File: config.mk
export PLATFORM = sky130hd
export DESIGN_NAME = fct_timer
export DESIGN_NICKNAME = d
export VERILOG_FILES = /design/src/common/fct_pkg.sv /design/src/logic/fct_timer.sv /design/src/logic/fct_pin_sync.sv
export SDC_FILE = /design/constraint.sdc
export NUM_CORES = 1
export LEC_CHECK = 0
export BUFFER_PORTS_ARGS = -buffer_cell sky130_fd_sc_hd__buf_2
export CORE_MARGIN = 3
export CORE_UTILIZATION = 50
export CTS_CLUSTER_SIZE = 28
export DETAILED_ROUTE_END_ITERATION = 8
export GPL_ROUTABILITY_DRIVEN = 0
export PLACE_DENSITY = 0.67
export SETUP_SLACK_MARGIN = 0.4
export SYNTH_ARGS = -nofsm -noshare
export SYNTH_HDL_FRONTEND = slang
export SYNTH_HIERARCHICAL = 1
export SYNTH_SLANG_ARGS = --single-unit
File: constraint.sdc
create_clock -name pclk -period 2.5 [get_ports pclk]
set_input_delay 0 -clock pclk [delete_from_list [all_inputs] [get_ports pclk]]
set_output_delay 0 -clock pclk [all_outputs]
set_load 0.05 [all_outputs]
File: src/common/fct_pkg.sv
/*
 Constants, register map and state types of the 16-bit free-running timer
 with two compare channels, one capture channel and overflow detection.
 Assumes an APB slave with 32-bit data; every byte register sits in the low
 byte of an aligned word.

//Contract
//- 16-bit values reached through one byte latch
//- Upper-byte write only loads the latch
//- Lower-byte write updates all 16 bits together
//- Upper-byte read also latches the lower byte
//- Lower-byte read returns the latch
//- Compare reads bypass the latch
//- Count once per selected source cycle
//- External source counts sampled rising edges
//- Compare match drives pin to level bit
//- Clear-on-match-A resets the counter
//- Capture edge chosen by edge select bit
//- Capture postponed by upper-byte capture read
//- Capture copies counter and sets flag
//- Overflow flag set on all-ones to zero
//- Four interrupt lines, each with enable
//- Clear beats counter lower-byte write
//- Counter lower-byte write beats increment
//- Compare lower-byte write suppresses that match
//- Count on falling edge of internal source
//- Source switch may add one increment
//- Select codes pick /2, /8, /32, external
//- Flags cleared by read-one then write-zero
//- Match when counter equals compare value
*/

package fct_pkg;

	localparam int          ADDR_W        = 8;
	localparam int          DATA_W        = 32;

	// Byte addresses on the APB
	localparam logic [7:0]  ADDR_COUNT_HI = 8'h00;
	localparam logic [7:0]  ADDR_COUNT_LO = 8'h04;
	localparam logic [7:0]  ADDR_CMPA_HI  = 8'h08;
	localparam logic [7:0]  ADDR_CMPA_LO  = 8'h0C;
	localparam logic [7:0]  ADDR_CMPB_HI  = 8'h10;
	localparam logic [7:0]  ADDR_CMPB_LO  = 8'h14;
	localparam logic [7:0]  ADDR_CAP_HI   = 8'h18;
	localparam logic [7:0]  ADDR_CAP_LO   = 8'h1C;
	localparam logic [7:0]  ADDR_CTRL     = 8'h20;
	localparam logic [7:0]  ADDR_STAT     = 8'h24;

	// timer_control fields
	localparam int          CTL_CAP_IE    = 7;
	localparam int          CTL_CMPB_IE   = 6;
	localparam int          CTL_CMPA_IE   = 5;
	localparam int          CTL_OVF_IE    = 4;
	localparam int          CTL_OEB       = 3;
	localparam int          CTL_OEA       = 2;
	localparam int          CTL_CKS_HI    = 1;
	localparam int          CTL_CKS_LO    = 0;

	// timer_control_status fields
	localparam int          ST_CAP_FLAG   = 7;
	localparam int          ST_CMPB_FLAG  = 6;
	localparam int          ST_CMPA_FLAG  = 5;
	localparam int          ST_OVF_FLAG   = 4;
	localparam int          ST_LVLB       = 3;
	localparam int          ST_LVLA       = 2;
	localparam int          ST_EDGE       = 1;
	localparam int          ST_CLR_A      = 0;
	localparam logic [7:0]  ST_FLAG_MASK  = 8'hF0;
	localparam logic [7:0]  ST_CFG_MASK   = 8'h0F;

	localparam logic [15:0] COUNT_RST     = 16'h0000;
	localparam logic [15:0] COUNT_MAX     = 16'hFFFF;
	localparam logic [15:0] CMP_RST       = 16'hFFFF;
	localparam logic [15:0] CAP_RST       = 16'h0000;
	localparam logic [7:0]  BYTE_RST      = 8'h00;

	// Prescaler taps: bit n toggles at pclk / 2^(n+1)
	localparam int          PRE_W         = 5;
	localparam int          TAP_DIV2      = 0;
	localparam int          TAP_DIV8      = 2;
	localparam int          TAP_DIV32     = 4;

	typedef enum logic [1:0] {
		CKS_DIV2  = 2'b00,
		CKS_DIV8  = 2'b01,
		CKS_DIV32 = 2'b10,
		CKS_EXT   = 2'b11
	} fct_cks_t;

	typedef struct packed {
		logic [ADDR_W-1:0] paddr;
		logic              psel;
		logic              penable;
		logic              pwrite;
		logic [DATA_W-1:0] pwdata;
		logic [3:0]        pstrb;
	} fct_apb_req_t;

	typedef struct packed {
		logic [DATA_W-1:0] prdata;
		logic              pready;
		logic              pslverr;
	} fct_apb_rsp_t;

	typedef struct packed {
		logic capture;
		logic compare_a;
		logic compare_b;
		logic overflow;
	} fct_irq_t;

	typedef struct packed {
		logic ff1;
		logic ff2;
		logic ff3;
		logic level;
	} fct_sync_t;

	typedef struct packed {
		logic [15:0]      count;
		logic [15:0]      cmpa;
		logic [15:0]      cmpb;
		logic [15:0]      cap;
		logic [7:0]       latch;
		logic [7:0]       ctrl;
		logic [7:0]       stat;
		logic [3:0]       armed;
		logic [PRE_W-1:0] prescale;
		logic             src_prev;
		logic             cap_prev;
		logic             cap_pending;
		logic             pin_a;
		logic             pin_b;
	} fct_state_t;

endpackage

File: src/logic/fct_timer.sv
/*
 Free-running 16-bit timer: prescaled or external counting, two compare
 channels with output pins, one capture channel, overflow, four interrupt
 request lines and an APB register port with a shared byte staging latch.
 Assumes software moves each 16-bit value as two byte accesses, upper
 byte first, and external pins may be asynchronous to pclk.
*/
`timescale 1ns/10ps
`default_nettype none

module fct_timer (
	input  wire logic                      pclk,
	input  wire logic                      presetn,
	input  wire logic [fct_pkg::ADDR_W-1:0] paddr,
	input  wire logic                      psel,
	input  wire logic                      penable,
	input  wire logic                      pwrite,
	input  wire logic [fct_pkg::DATA_W-1:0] pwdata,
	input  wire logic [3:0]                pstrb,
	output logic      [fct_pkg::DATA_W-1:0] prdata,
	output logic                           pready,
	output logic                           pslverr,
	input  wire logic                      ext_count_clock_pin,
	input  wire logic                      capture_input_pin,
	output logic                           compare_a_pin,
	output logic                           compare_b_pin,
	output logic                           capture_irq,
	output logic                           compare_a_irq,
	output logic                           compare_b_irq,
	output logic                           overflow_irq
);

	fct_pkg::fct_state_t   q;
	fct_pkg::fct_state_t   d;
	fct_pkg::fct_apb_req_t req;
	fct_pkg::fct_apb_rsp_t rsp;
	fct_pkg::fct_irq_t     irq;
	logic                  ext_level;
	logic                  cap_level;

	function automatic logic is_mapped(input logic [fct_pkg::ADDR_W-1:0] a);
		case (a)
			fct_pkg::ADDR_COUNT_HI, fct_pkg::ADDR_COUNT_LO,
			fct_pkg::ADDR_CMPA_HI,  fct_pkg::ADDR_CMPA_LO,
			fct_pkg::ADDR_CMPB_HI,  fct_pkg::ADDR_CMPB_LO,
			fct_pkg::ADDR_CAP_HI,   fct_pkg::ADDR_CAP_LO,
			fct_pkg::ADDR_CTRL,     fct_pkg::ADDR_STAT: is_mapped = 1'b1;
			default:                                    is_mapped = 1'b0;
		endcase
	endfunction

	function automatic logic [15:0] join_bytes(input logic [7:0] hi, input logic [7:0] lo);
		join_bytes = {hi, lo};
	endfunction

	fct_pin_sync u_ext_sync (
		.pclk    (pclk),
		.presetn (presetn),
		.pin_in  (ext_count_clock_pin),
		.level   (ext_level)
	);

	fct_pin_sync u_cap_sync (
		.pclk    (pclk),
		.presetn (presetn),
		.pin_in  (capture_input_pin),
		.level   (cap_level)
	);

	always_comb begin
		req.paddr   = paddr;
		req.psel    = psel;
		req.penable = penable;
		req.pwrite  = pwrite;
		req.pwdata  = pwdata;
		req.pstrb   = pstrb;
	end

	// Access-phase strobes; a write or read takes effect at this edge only
	logic access;
	logic wr;
	logic rd;
	logic [7:0] wbyte;
	assign access = req.psel & req.penable;
	assign wr     = access & req.pwrite & req.pstrb[0] & is_mapped(req.paddr);
	assign rd     = access & ~req.pwrite & is_mapped(req.paddr);
	assign wbyte  = req.pwdata[7:0];

	logic wr_count_lo;
	logic wr_cmpa_lo;
	logic wr_cmpb_lo;
	logic rd_count_hi;
	logic rd_cap_hi;
	assign wr_count_lo = wr & (req.paddr == fct_pkg::ADDR_COUNT_LO);
	assign wr_cmpa_lo  = wr & (req.paddr == fct_pkg::ADDR_CMPA_LO);
	assign wr_cmpb_lo  = wr & (req.paddr == fct_pkg::ADDR_CMPB_LO);
	assign rd_count_hi = rd & (req.paddr == fct_pkg::ADDR_COUNT_HI);
	assign rd_cap_hi   = rd & (req.paddr == fct_pkg::ADDR_CAP_HI);

	// Count source level; external pin inverted so one falling-edge detector
	// serves all sources, and a source switch may itself count once
	fct_pkg::fct_cks_t cks;
	logic              src_level;
	assign cks = fct_pkg::fct_cks_t'(q.ctrl[fct_pkg::CTL_CKS_HI:fct_pkg::CTL_CKS_LO]);
	always_comb begin
		case (cks)
			fct_pkg::CKS_DIV2:  src_level = q.prescale[fct_pkg::TAP_DIV2];
			fct_pkg::CKS_DIV8:  src_level = q.prescale[fct_pkg::TAP_DIV8];
			fct_pkg::CKS_DIV32: src_level = q.prescale[fct_pkg::TAP_DIV32];
			fct_pkg::CKS_EXT:   src_level = ~ext_level;
			default:            src_level = 1'b0;
		endcase
	end

	logic count_pulse;
	assign count_pulse = q.src_prev & ~src_level;

	// Matches are inhibited during the lower-byte write to that value
	logic match_a;
	logic match_b;
	assign match_a = (q.count == q.cmpa) & ~wr_cmpa_lo;
	assign match_b = (q.count == q.cmpb) & ~wr_cmpb_lo;

	logic clear_a;
	assign clear_a = match_a & q.stat[fct_pkg::ST_CLR_A];

	logic cap_edge;
	logic cap_want;
	logic cap_strobe;
	assign cap_edge   = q.stat[fct_pkg::ST_EDGE] ? (cap_level & ~q.cap_prev)
	                                             : (~cap_level & q.cap_prev);
	assign cap_want   = cap_edge | q.cap_pending;
	assign cap_strobe = cap_want & ~rd_cap_hi;

	logic ovf_event;
	assign ovf_event = count_pulse & (q.count == fct_pkg::COUNT_MAX) & ~clear_a & ~wr_count_lo;

	always_comb begin
		d             = q;
		d.prescale    = q.prescale + 1'b1;
		d.src_prev    = src_level;
		d.cap_prev    = cap_level;
		d.cap_pending = cap_want & rd_cap_hi;

		// Counter: clear beats write, write beats increment
		if (clear_a) begin
			d.count = fct_pkg::COUNT_RST;
		end else if (wr_count_lo) begin
			d.count = join_bytes(q.latch, wbyte);
		end else if (count_pulse) begin
			d.count = q.count + 1'b1;
		end

		// Writes
		if (wr) begin
			case (req.paddr)
				fct_pkg::ADDR_COUNT_HI,
				fct_pkg::ADDR_CMPA_HI,
				fct_pkg::ADDR_CMPB_HI: begin
					d.latch = wbyte;
				end
				fct_pkg::ADDR_CMPA_LO: begin
					d.cmpa = join_bytes(q.latch, wbyte);
				end
				fct_pkg::ADDR_CMPB_LO: begin
					d.cmpb = join_bytes(q.latch, wbyte);
				end
				fct_pkg::ADDR_CTRL: begin
					d.ctrl = wbyte;
				end
				fct_pkg::ADDR_STAT: begin
					// Flags clear only if seen set by an earlier read
					d.stat = (q.stat & fct_pkg::ST_FLAG_MASK & ~({q.armed, 4'h0} & ~wbyte))
					       | (wbyte & fct_pkg::ST_CFG_MASK);
					d.armed = 4'h0;
				end
				default: begin
					d.latch = q.latch;
				end
			endcase
		end

		// Reads with side effects
		if (rd_count_hi) begin
			d.latch = q.count[7:0];
		end
		if (rd_cap_hi) begin
			d.latch = q.cap[7:0];
		end
		if (rd & (req.paddr == fct_pkg::ADDR_STAT)) begin
			d.armed = q.armed | q.stat[fct_pkg::ST_CAP_FLAG:fct_pkg::ST_OVF_FLAG];
		end

		if (cap_strobe) begin
			d.cap = q.count;
		end

		// Hardware sets come last so a set wins over a same-cycle clear
		if (cap_strobe) begin
			d.stat[fct_pkg::ST_CAP_FLAG] = 1'b1;
		end
		if (match_a) begin
			d.stat[fct_pkg::ST_CMPA_FLAG] = 1'b1;
		end
		if (match_b) begin
			d.stat[fct_pkg::ST_CMPB_FLAG] = 1'b1;
		end
		if (ovf_event) begin
			d.stat[fct_pkg::ST_OVF_FLAG] = 1'b1;
		end

		if (match_a & q.ctrl[fct_pkg::CTL_OEA]) begin
			d.pin_a = q.stat[fct_pkg::ST_LVLA];
		end
		if (match_b & q.ctrl[fct_pkg::CTL_OEB]) begin
			d.pin_b = q.stat[fct_pkg::ST_LVLB];
		end
	end

	always_ff @(posedge pclk or negedge presetn) begin
		if (!presetn) begin
			q.count       <= fct_pkg::COUNT_RST;
			q.cmpa        <= fct_pkg::CMP_RST;
			q.cmpb        <= fct_pkg::CMP_RST;
			q.cap         <= fct_pkg::CAP_RST;
			q.latch       <= fct_pkg::BYTE_RST;
			q.ctrl        <= fct_pkg::BYTE_RST;
			q.stat        <= fct_pkg::BYTE_RST;
			q.armed       <= '0;
			q.prescale    <= '0;
			q.src_prev    <= 1'b0;
			q.cap_prev    <= 1'b0;
			q.cap_pending <= 1'b0;
			q.pin_a       <= 1'b0;
			q.pin_b       <= 1'b0;
		end else begin
			q <= d;
		end
	end

	// Read data: compare values bypass the latch
	always_comb begin
		rsp.pready  = 1'b1;
		rsp.pslverr = access & ~is_mapped(req.paddr);
		rsp.prdata  = '0;
		if (access & ~req.pwrite) begin
			case (req.paddr)
				fct_pkg::ADDR_COUNT_HI: rsp.prdata[7:0] = q.count[15:8];
				fct_pkg::ADDR_COUNT_LO: rsp.prdata[7:0] = q.latch;
				fct_pkg::ADDR_CMPA_HI:  rsp.prdata[7:0] = q.cmpa[15:8];
				fct_pkg::ADDR_CMPA_LO:  rsp.prdata[7:0] = q.cmpa[7:0];
				fct_pkg::ADDR_CMPB_HI:  rsp.prdata[7:0] = q.cmpb[15:8];
				fct_pkg::ADDR_CMPB_LO:  rsp.prdata[7:0] = q.cmpb[7:0];
				fct_pkg::ADDR_CAP_HI:   rsp.prdata[7:0] = q.cap[15:8];
				fct_pkg::ADDR_CAP_LO:   rsp.prdata[7:0] = q.latch;
				fct_pkg::ADDR_CTRL:     rsp.prdata[7:0] = q.ctrl;
				fct_pkg::ADDR_STAT:     rsp.prdata[7:0] = q.stat;
				default:                rsp.prdata      = '0;
			endcase
		end
	end

	always_comb begin
		irq.capture   = q.stat[fct_pkg::ST_CAP_FLAG]  & q.ctrl[fct_pkg::CTL_CAP_IE];
		irq.compare_a = q.stat[fct_pkg::ST_CMPA_FLAG] & q.ctrl[fct_pkg::CTL_CMPA_IE];
		irq.compare_b = q.stat[fct_pkg::ST_CMPB_FLAG] & q.ctrl[fct_pkg::CTL_CMPB_IE];
		irq.overflow  = q.stat[fct_pkg::ST_OVF_FLAG]  & q.ctrl[fct_pkg::CTL_OVF_IE];
	end

	assign prdata        = rsp.prdata;
	assign pready        = rsp.pready;
	assign pslverr       = rsp.pslverr;
	assign compare_a_pin = q.pin_a;
	assign compare_b_pin = q.pin_b;
	assign capture_irq   = irq.capture;
	assign compare_a_irq = irq.compare_a;
	assign compare_b_irq = irq.compare_b;
	assign overflow_irq  = irq.overflow;

endmodule

`default_nettype wire

File: src/logic/fct_pin_sync.sv
/*
 Three-stage input filter for a pin from outside the pclk domain.
 The level output changes only once the second and third stages agree.
*/
`timescale 1ns/10ps
`default_nettype none

module fct_pin_sync (
	input  wire logic pclk,
	input  wire logic presetn,
	input  wire logic pin_in,
	output logic      level
);

	fct_pkg::fct_sync_t q;
	fct_pkg::fct_sync_t d;

	always_comb begin
		d       = q;
		d.ff1   = pin_in;
		d.ff2   = q.ff1;
		d.ff3   = q.ff2;
		// Only settled stages feed the level, never the first one
		if (q.ff2 == q.ff3) begin
			d.level = q.ff3;
		end
	end

	always_ff @(posedge pclk or negedge presetn) begin
		if (!presetn) begin
			q <= '0;
		end else begin
			q <= d;
		end
	end

	assign level = q.level;

endmodule

`default_nettype wire

# After elaboration in Yosys (flattened, before gate mapping)
# Index checks and enable logic that the tools add are counted.
# word_totals
output_inout_bits,40
ff_bits,110
word_cells,140
input_bits,51
# classes
n_bitwise,48
reduce_logical,28
n_mux,19
eq_ne,17
n_addsub,2
# op_table
cell,n
$pmux W8 S9,1
$mux W16,3
$mux W8,5
$eq A16 B16 Y1,2
$eq A8 B5 Y1 const B,4
$and A1 B1 Y1,30
$mux W28,1
$reduce_and A2 Y1,10
$reduce_bool A2 Y1,10
$add A16 B1 Y16 const B,1
$and A8 B8 Y8,2
$eq A16 B16 Y1 const B,1
$eq A8 B4 Y1 const B,2
$eq A8 B6 Y1 const B,2
$not A8 Y8,2
$mux W12,1
$not A1 Y1,11
$reduce_or A10 Y1,1
$reduce_bool A3 Y1,3
$eq A8 B3 Y1 const B,1
$logic_not A8 Y1,1
$or A8 B4 Y8,1
$mux W1,6
$add A5 B1 Y5 const B,1
other kinds (10),12

# Logic depth before layout (Yosys ltp)
# logic_depth
depth_word,13
depth_mapped,9
depth_no_buf,5

# Modules after synthesis
# Netlist, hierarchy kept.
# by_module_without_submodules
mod,instances,area_each_um2,seq_area_each_um2,cells_per_inst
fct_timer,1,5795.6,2592.5,535
fct_pin_sync,2,111.4,100.1,5

# Worst setup path after synthesis
# OpenSTA, ideal clock, no wires.
# synth_path
path_kind,input to output
startpoint,input paddr[2] (netlist name)
endpoint,output prdata[4] (netlist name)
n_path_buf,2
arrival_time_ns,2.030
required_time_ns,2.500
stages,7
slack_ns,0.470
cell_sequence,buf_4 > or4_1 > clkbuf_1 > nor2_1 > o2bb2ai_1 > a221oi_1 > a21oi_1
# synth_between
elab_chain_cells,4
word_cells_on_any_way,13
classes_between,eq/ne (9); mux (2); reduce/logical (2)
# synth_rtl
item,line_no,source
from (decl),fct_timer.sv:14,"input wire logic [fct_pkg::ADDR_W-1:0] paddr,"
$eq A8 B3 Y1 / $eq A8 B5 Y1 (equally long branches),fct_timer.sv:247,case (req.paddr)
$reduce_or A2 Y1 (no line),n/a,
$pmux W8 S9 (*),fct_timer.sv:247,
$mux W8 (*),fct_timer.sv:246,if (access & ~req.pwrite) begin
to (decl),fct_timer.sv:20,"output logic [fct_pkg::DATA_W-1:0] prdata,"
# Every way passes the cells marked *; elsewhere a longest branch is shown, timed or not.

# Worst setup path after layout
# layout_path
startpoint,register q[91] (netlist name)
endpoint,register q[18] (netlist name)
# layout_between
elab_chain_cells,8
word_cells_on_any_way,12
classes_between,eq/ne (2); mux (1); bitwise (6); reduce/logical (3)
# layout_rtl
item,line_no,source
from (decl),fct_timer.sv:33,fct_pkg::fct_state_t q;
$eq A16 B16 Y1,fct_timer.sv:121,assign match_a = (q.count == q.cmpa) & ~wr_cmpa_lo;
$and A1 B1 Y1,fct_timer.sv:121,
$and A1 B1 Y1,fct_timer.sv:125,assign clear_a = match_a & q.stat[fct_pkg::ST_CLR_A];
$not A1 Y1,fct_timer.sv:136,assign ovf_event = count_pulse & (q.count == fct_pkg::COUNT_MAX) & ~clear_a & ~wr_count_lo;
$and A1 B1 Y1 (*) (2 in series),fct_timer.sv:136,
$reduce_bool A2 Y1 (no line),n/a,
$reduce_and A2 Y1 (no line),n/a,
# Marked as above.
# A chain may end at the register's enable or synchronous reset.

==> impl_metrics.tcl <==
set metrics [dict create \
    wirelength_um 16200 \
    ys_warn_count 6 \
    grt_usage_pct 25.4 \
    switchingPower_uw 1160 \
    swShare_pct 28.5 \
    clkSinkCount 110 \
    numCtsBuffers 9 \
    timing.hold.ws_ns 0.00398 \
    r2r-end "q[18]" \
    rows 39 \
    diodes 0 \
    synthArstFlopShare_pct 100 \
    start_kind "flop" \
    detail_route.vias_per_cell 6.16 \
    dieArea_mm2 0.0134 \
    r2r_start "q[91]" \
    p_int_uw 2920 \
    h-tree-depth 3 \
    clock.fmax_mhz 490 \
    hpwl_um 11700 \
    relSlewSlack_pct 50.9 \
    min_period_ns 2.04 \
    combinationalPowerShare_pct 13.0 \
    hold_path.startpoint "pwdata[0]" \
    grt-ovfl-total 0 \
    root_buffer "clkbuf_16" \
    synth-edff-count 0 \
    hold_viol 0 \
    num_io_pins 91 \
    die_x_um 116 \
    worst-setup-path-type "reg -> reg" \
    ys_seq_area_share_pct 46.4 \
    pwr-share-seq_pct 50.8 \
    outcome "finished, final reports clean" \
    final_cell_mix "dfrtp_1, mux2_2, nor2_1, buf_2, xnor2_1" \
    rsz0062_at_grt "no" \
    postCtsSetupRepairBufs 0 \
    grt_max_degree 52 \
    yosysTopAreaCell "dfrtp_1" \
    setup_violations 0 \
    p_per_area_mw_per_mm2 611 \
    synth_area_mm2 0.00602 \
    fp.dieH_um 116 \
    max_stage_delay_ns 0.51 \
    crit_fanout 17 \
    wl_per_cell_um 22.1 \
    ant_nets 0 \
    peakVddDrop_uv 564 \
    p_leak_uw 0.00287 \
    reg2reg_depth 6 \
    vias 4516 \
    arrival_ns 2.26 \
    area_growth_syn_to_layout_pct 10.8 \
    clkTransAtPathRegs_ns 0.07 \
    pwr-share-clk_pct 36.2 \
    cts_tree "yes" \
    ys_ff_latch 110 \
    fin_crit_sh_pct 81.6 \
    r2r_slack_ns 0.46 \
    drt_iter0_markers 408 \
    port_buffers 38 \
    max-cap-violations 0 \
    fillCellCount 1010 \
    cp.required_ns 2.71 \
    cts_buffer_depth 2 \
    drive_gt1_share_pct 32.0 \
    fin_area_mm2 0.00667 \
    fp.coreArea_mm2 0.0116 \
    antenna_found_initial 0 \
    grt_pass1_wl_um 25500 \
    crit_slowest_cell "dfrtp_1" \
    dr.pass1.iters 5 \
    synth_top_area_share_pct 32.4 \
    initial_core_util_pct 51.8 \
    endpoint_kind "flop" \
    startpoint "q[91]" \
    fin_nets 638 \
    worstMarginPinSlew_ns 0.727 \
    drv_slew 0 \
    insertion_delay_ns 0.35 \
    syn_avg_cell_area_um2 11.0 \
    post_dp_cell_area_mm2 0.00630 \
    endpoint "q[18]" \
    hp-class "in -> reg" \
    netlist_instances 545 \
    synthTopCellsByArea "dfrtp_1, dfstp_2, mux2_2, xnor2_1, buf_4" \
    skew_ns 0.00476 \
    synth_ff_type "dfrtp_1" \
    drc_errors 0 \
    grt_pass1_vias 4528 \
    tns_ns 0 \
    synth_cell_types 61 \
    critical_path.cell_chain "xnor2_1, nand4_1, nor3_1, and3_1, buf_4, o31ai_1" \
    final_common_cell "dfrtp_1" \
]
cells by family after synthesis:
group	share of synthesized area [%]
xor gates and xnor gates	7.28
DFF	46.4
other	0.125
adders and majority gates	0.790
buffers and inverters	6.42
muxes	14.7
AOI/OAI and AO/OA	10.6
and+or+nand+nor	13.7
through the flow:
step | instances | util, % | power [µW] | setup slack, ns
2_1_floorplan | 568 | - | 2460 | 0.470
3_3_place_gp | 711 | 54.2 | 2600 | 0.524
3_5_place_dp | 711 | 54.2 | 2620 | 0.479
4_1_cts | 733 | 57.4 | 4090 | 0.467
5_1_grt | 733 | 57.4 | 4230 | 0.407
6_report | 733 | 57.4 | 4080 | 0.459
critical path, delay by kind of cell (launching register included):
kind	cells	cell delay (ns)
and+or+nand+nor	3	0.77
AOI/OAI and AO/OA	1	0.14
DFF	1	0.51
xor gates and xnor gates	1	0.26
buffers and inverters	1	0.23
power by group through the flow:
stage,sequential (µW),combinational (µW),clock (µW)
global placement,2080,512,0
global route,2080,574,1570
CTS,2060,532,1500
floorplan,1960,493,0
detailed placement,2090,523,0
finish,2070,531,1480
Yosys cell counts (all sizes together) (3+ instances only):
| cell | n |
|---|---|
| nand3 | 16 |
| a22oi | 10 |
| a22o | 4 |
| a221oi | 11 |
| nand2 | 18 |
| o31ai | 4 |
| dfstp | 32 |
| mux2 | 63 |
| dfrtp | 78 |
| and4 | 3 |
| nand4 | 19 |
| nor2b | 5 |
| buf | 41 |
| nor3 | 12 |
| a21oi | 12 |
| mux2i | 14 |
| a222oi | 4 |
| a31oi | 8 |
| and3 | 8 |
| xor2 | 15 |
| and2 | 10 |
| nor2 | 42 |
| nand3b | 4 |
| clkbuf | 24 |
| xnor2 | 35 |
| a211oi | 17 |
| o21ai | 5 |
worst min-delay path by stage:
stage | end | cells past startpoint
5_1_grt | q[86] | 3
4_1_cts | q[54] | 2
2_1_floorplan | cks[0] | 0
3_3_place_gp | q[20] | 1
3_5_place_dp | q[20] | 1
6_report | q[54] | 2
sequential cells by signal (all words and copies together), names as in the netlist:
register / flops
compare_b_pin: 1
u_cap_sync/d: 2
q: 98
u_ext_sync/level: 1
u_cap_sync/level: 1
compare_a_pin: 1
cks: 2
u_ext_sync/d: 2
u_ext_sync/q: 1
u_cap_sync/q: 1
metal layers:
layer | part of all wire [%] | vias to the layer above | track usage [%]
li1 | - | 2012 | -
met4 | 2.5 | 0 | 9.59
met3 | 7.4 | 30 | 5.22
met1 | 42 | 2281 | 34.0
met5 | 0 | - | 0
met2 | 48 | 193 | 41.0
area by class of cell:
class,instances,area (µm²),share of cell area [%]
Clock inverter,6,68.8,1.03
Multi-Input combinational cell,392,2930,43.9
Tap cell,143,179,2.68
Sequential cell,110,2790,41.9
Timing Repair Buffer,71,455,6.83
Inverter,1,3.75,0.0563
Clock buffer,10,239,3.58
timing repair:
| item | CTS | global route |
|---|---|---|
| setup endpoints to repair | 0 | 3 |
| hold endpoints to repair | 52 | 0 |
| resized for setup | 0 | 1 |
| hold buffers | 6 | 0 |
Power figures use the tool's default switching activity.
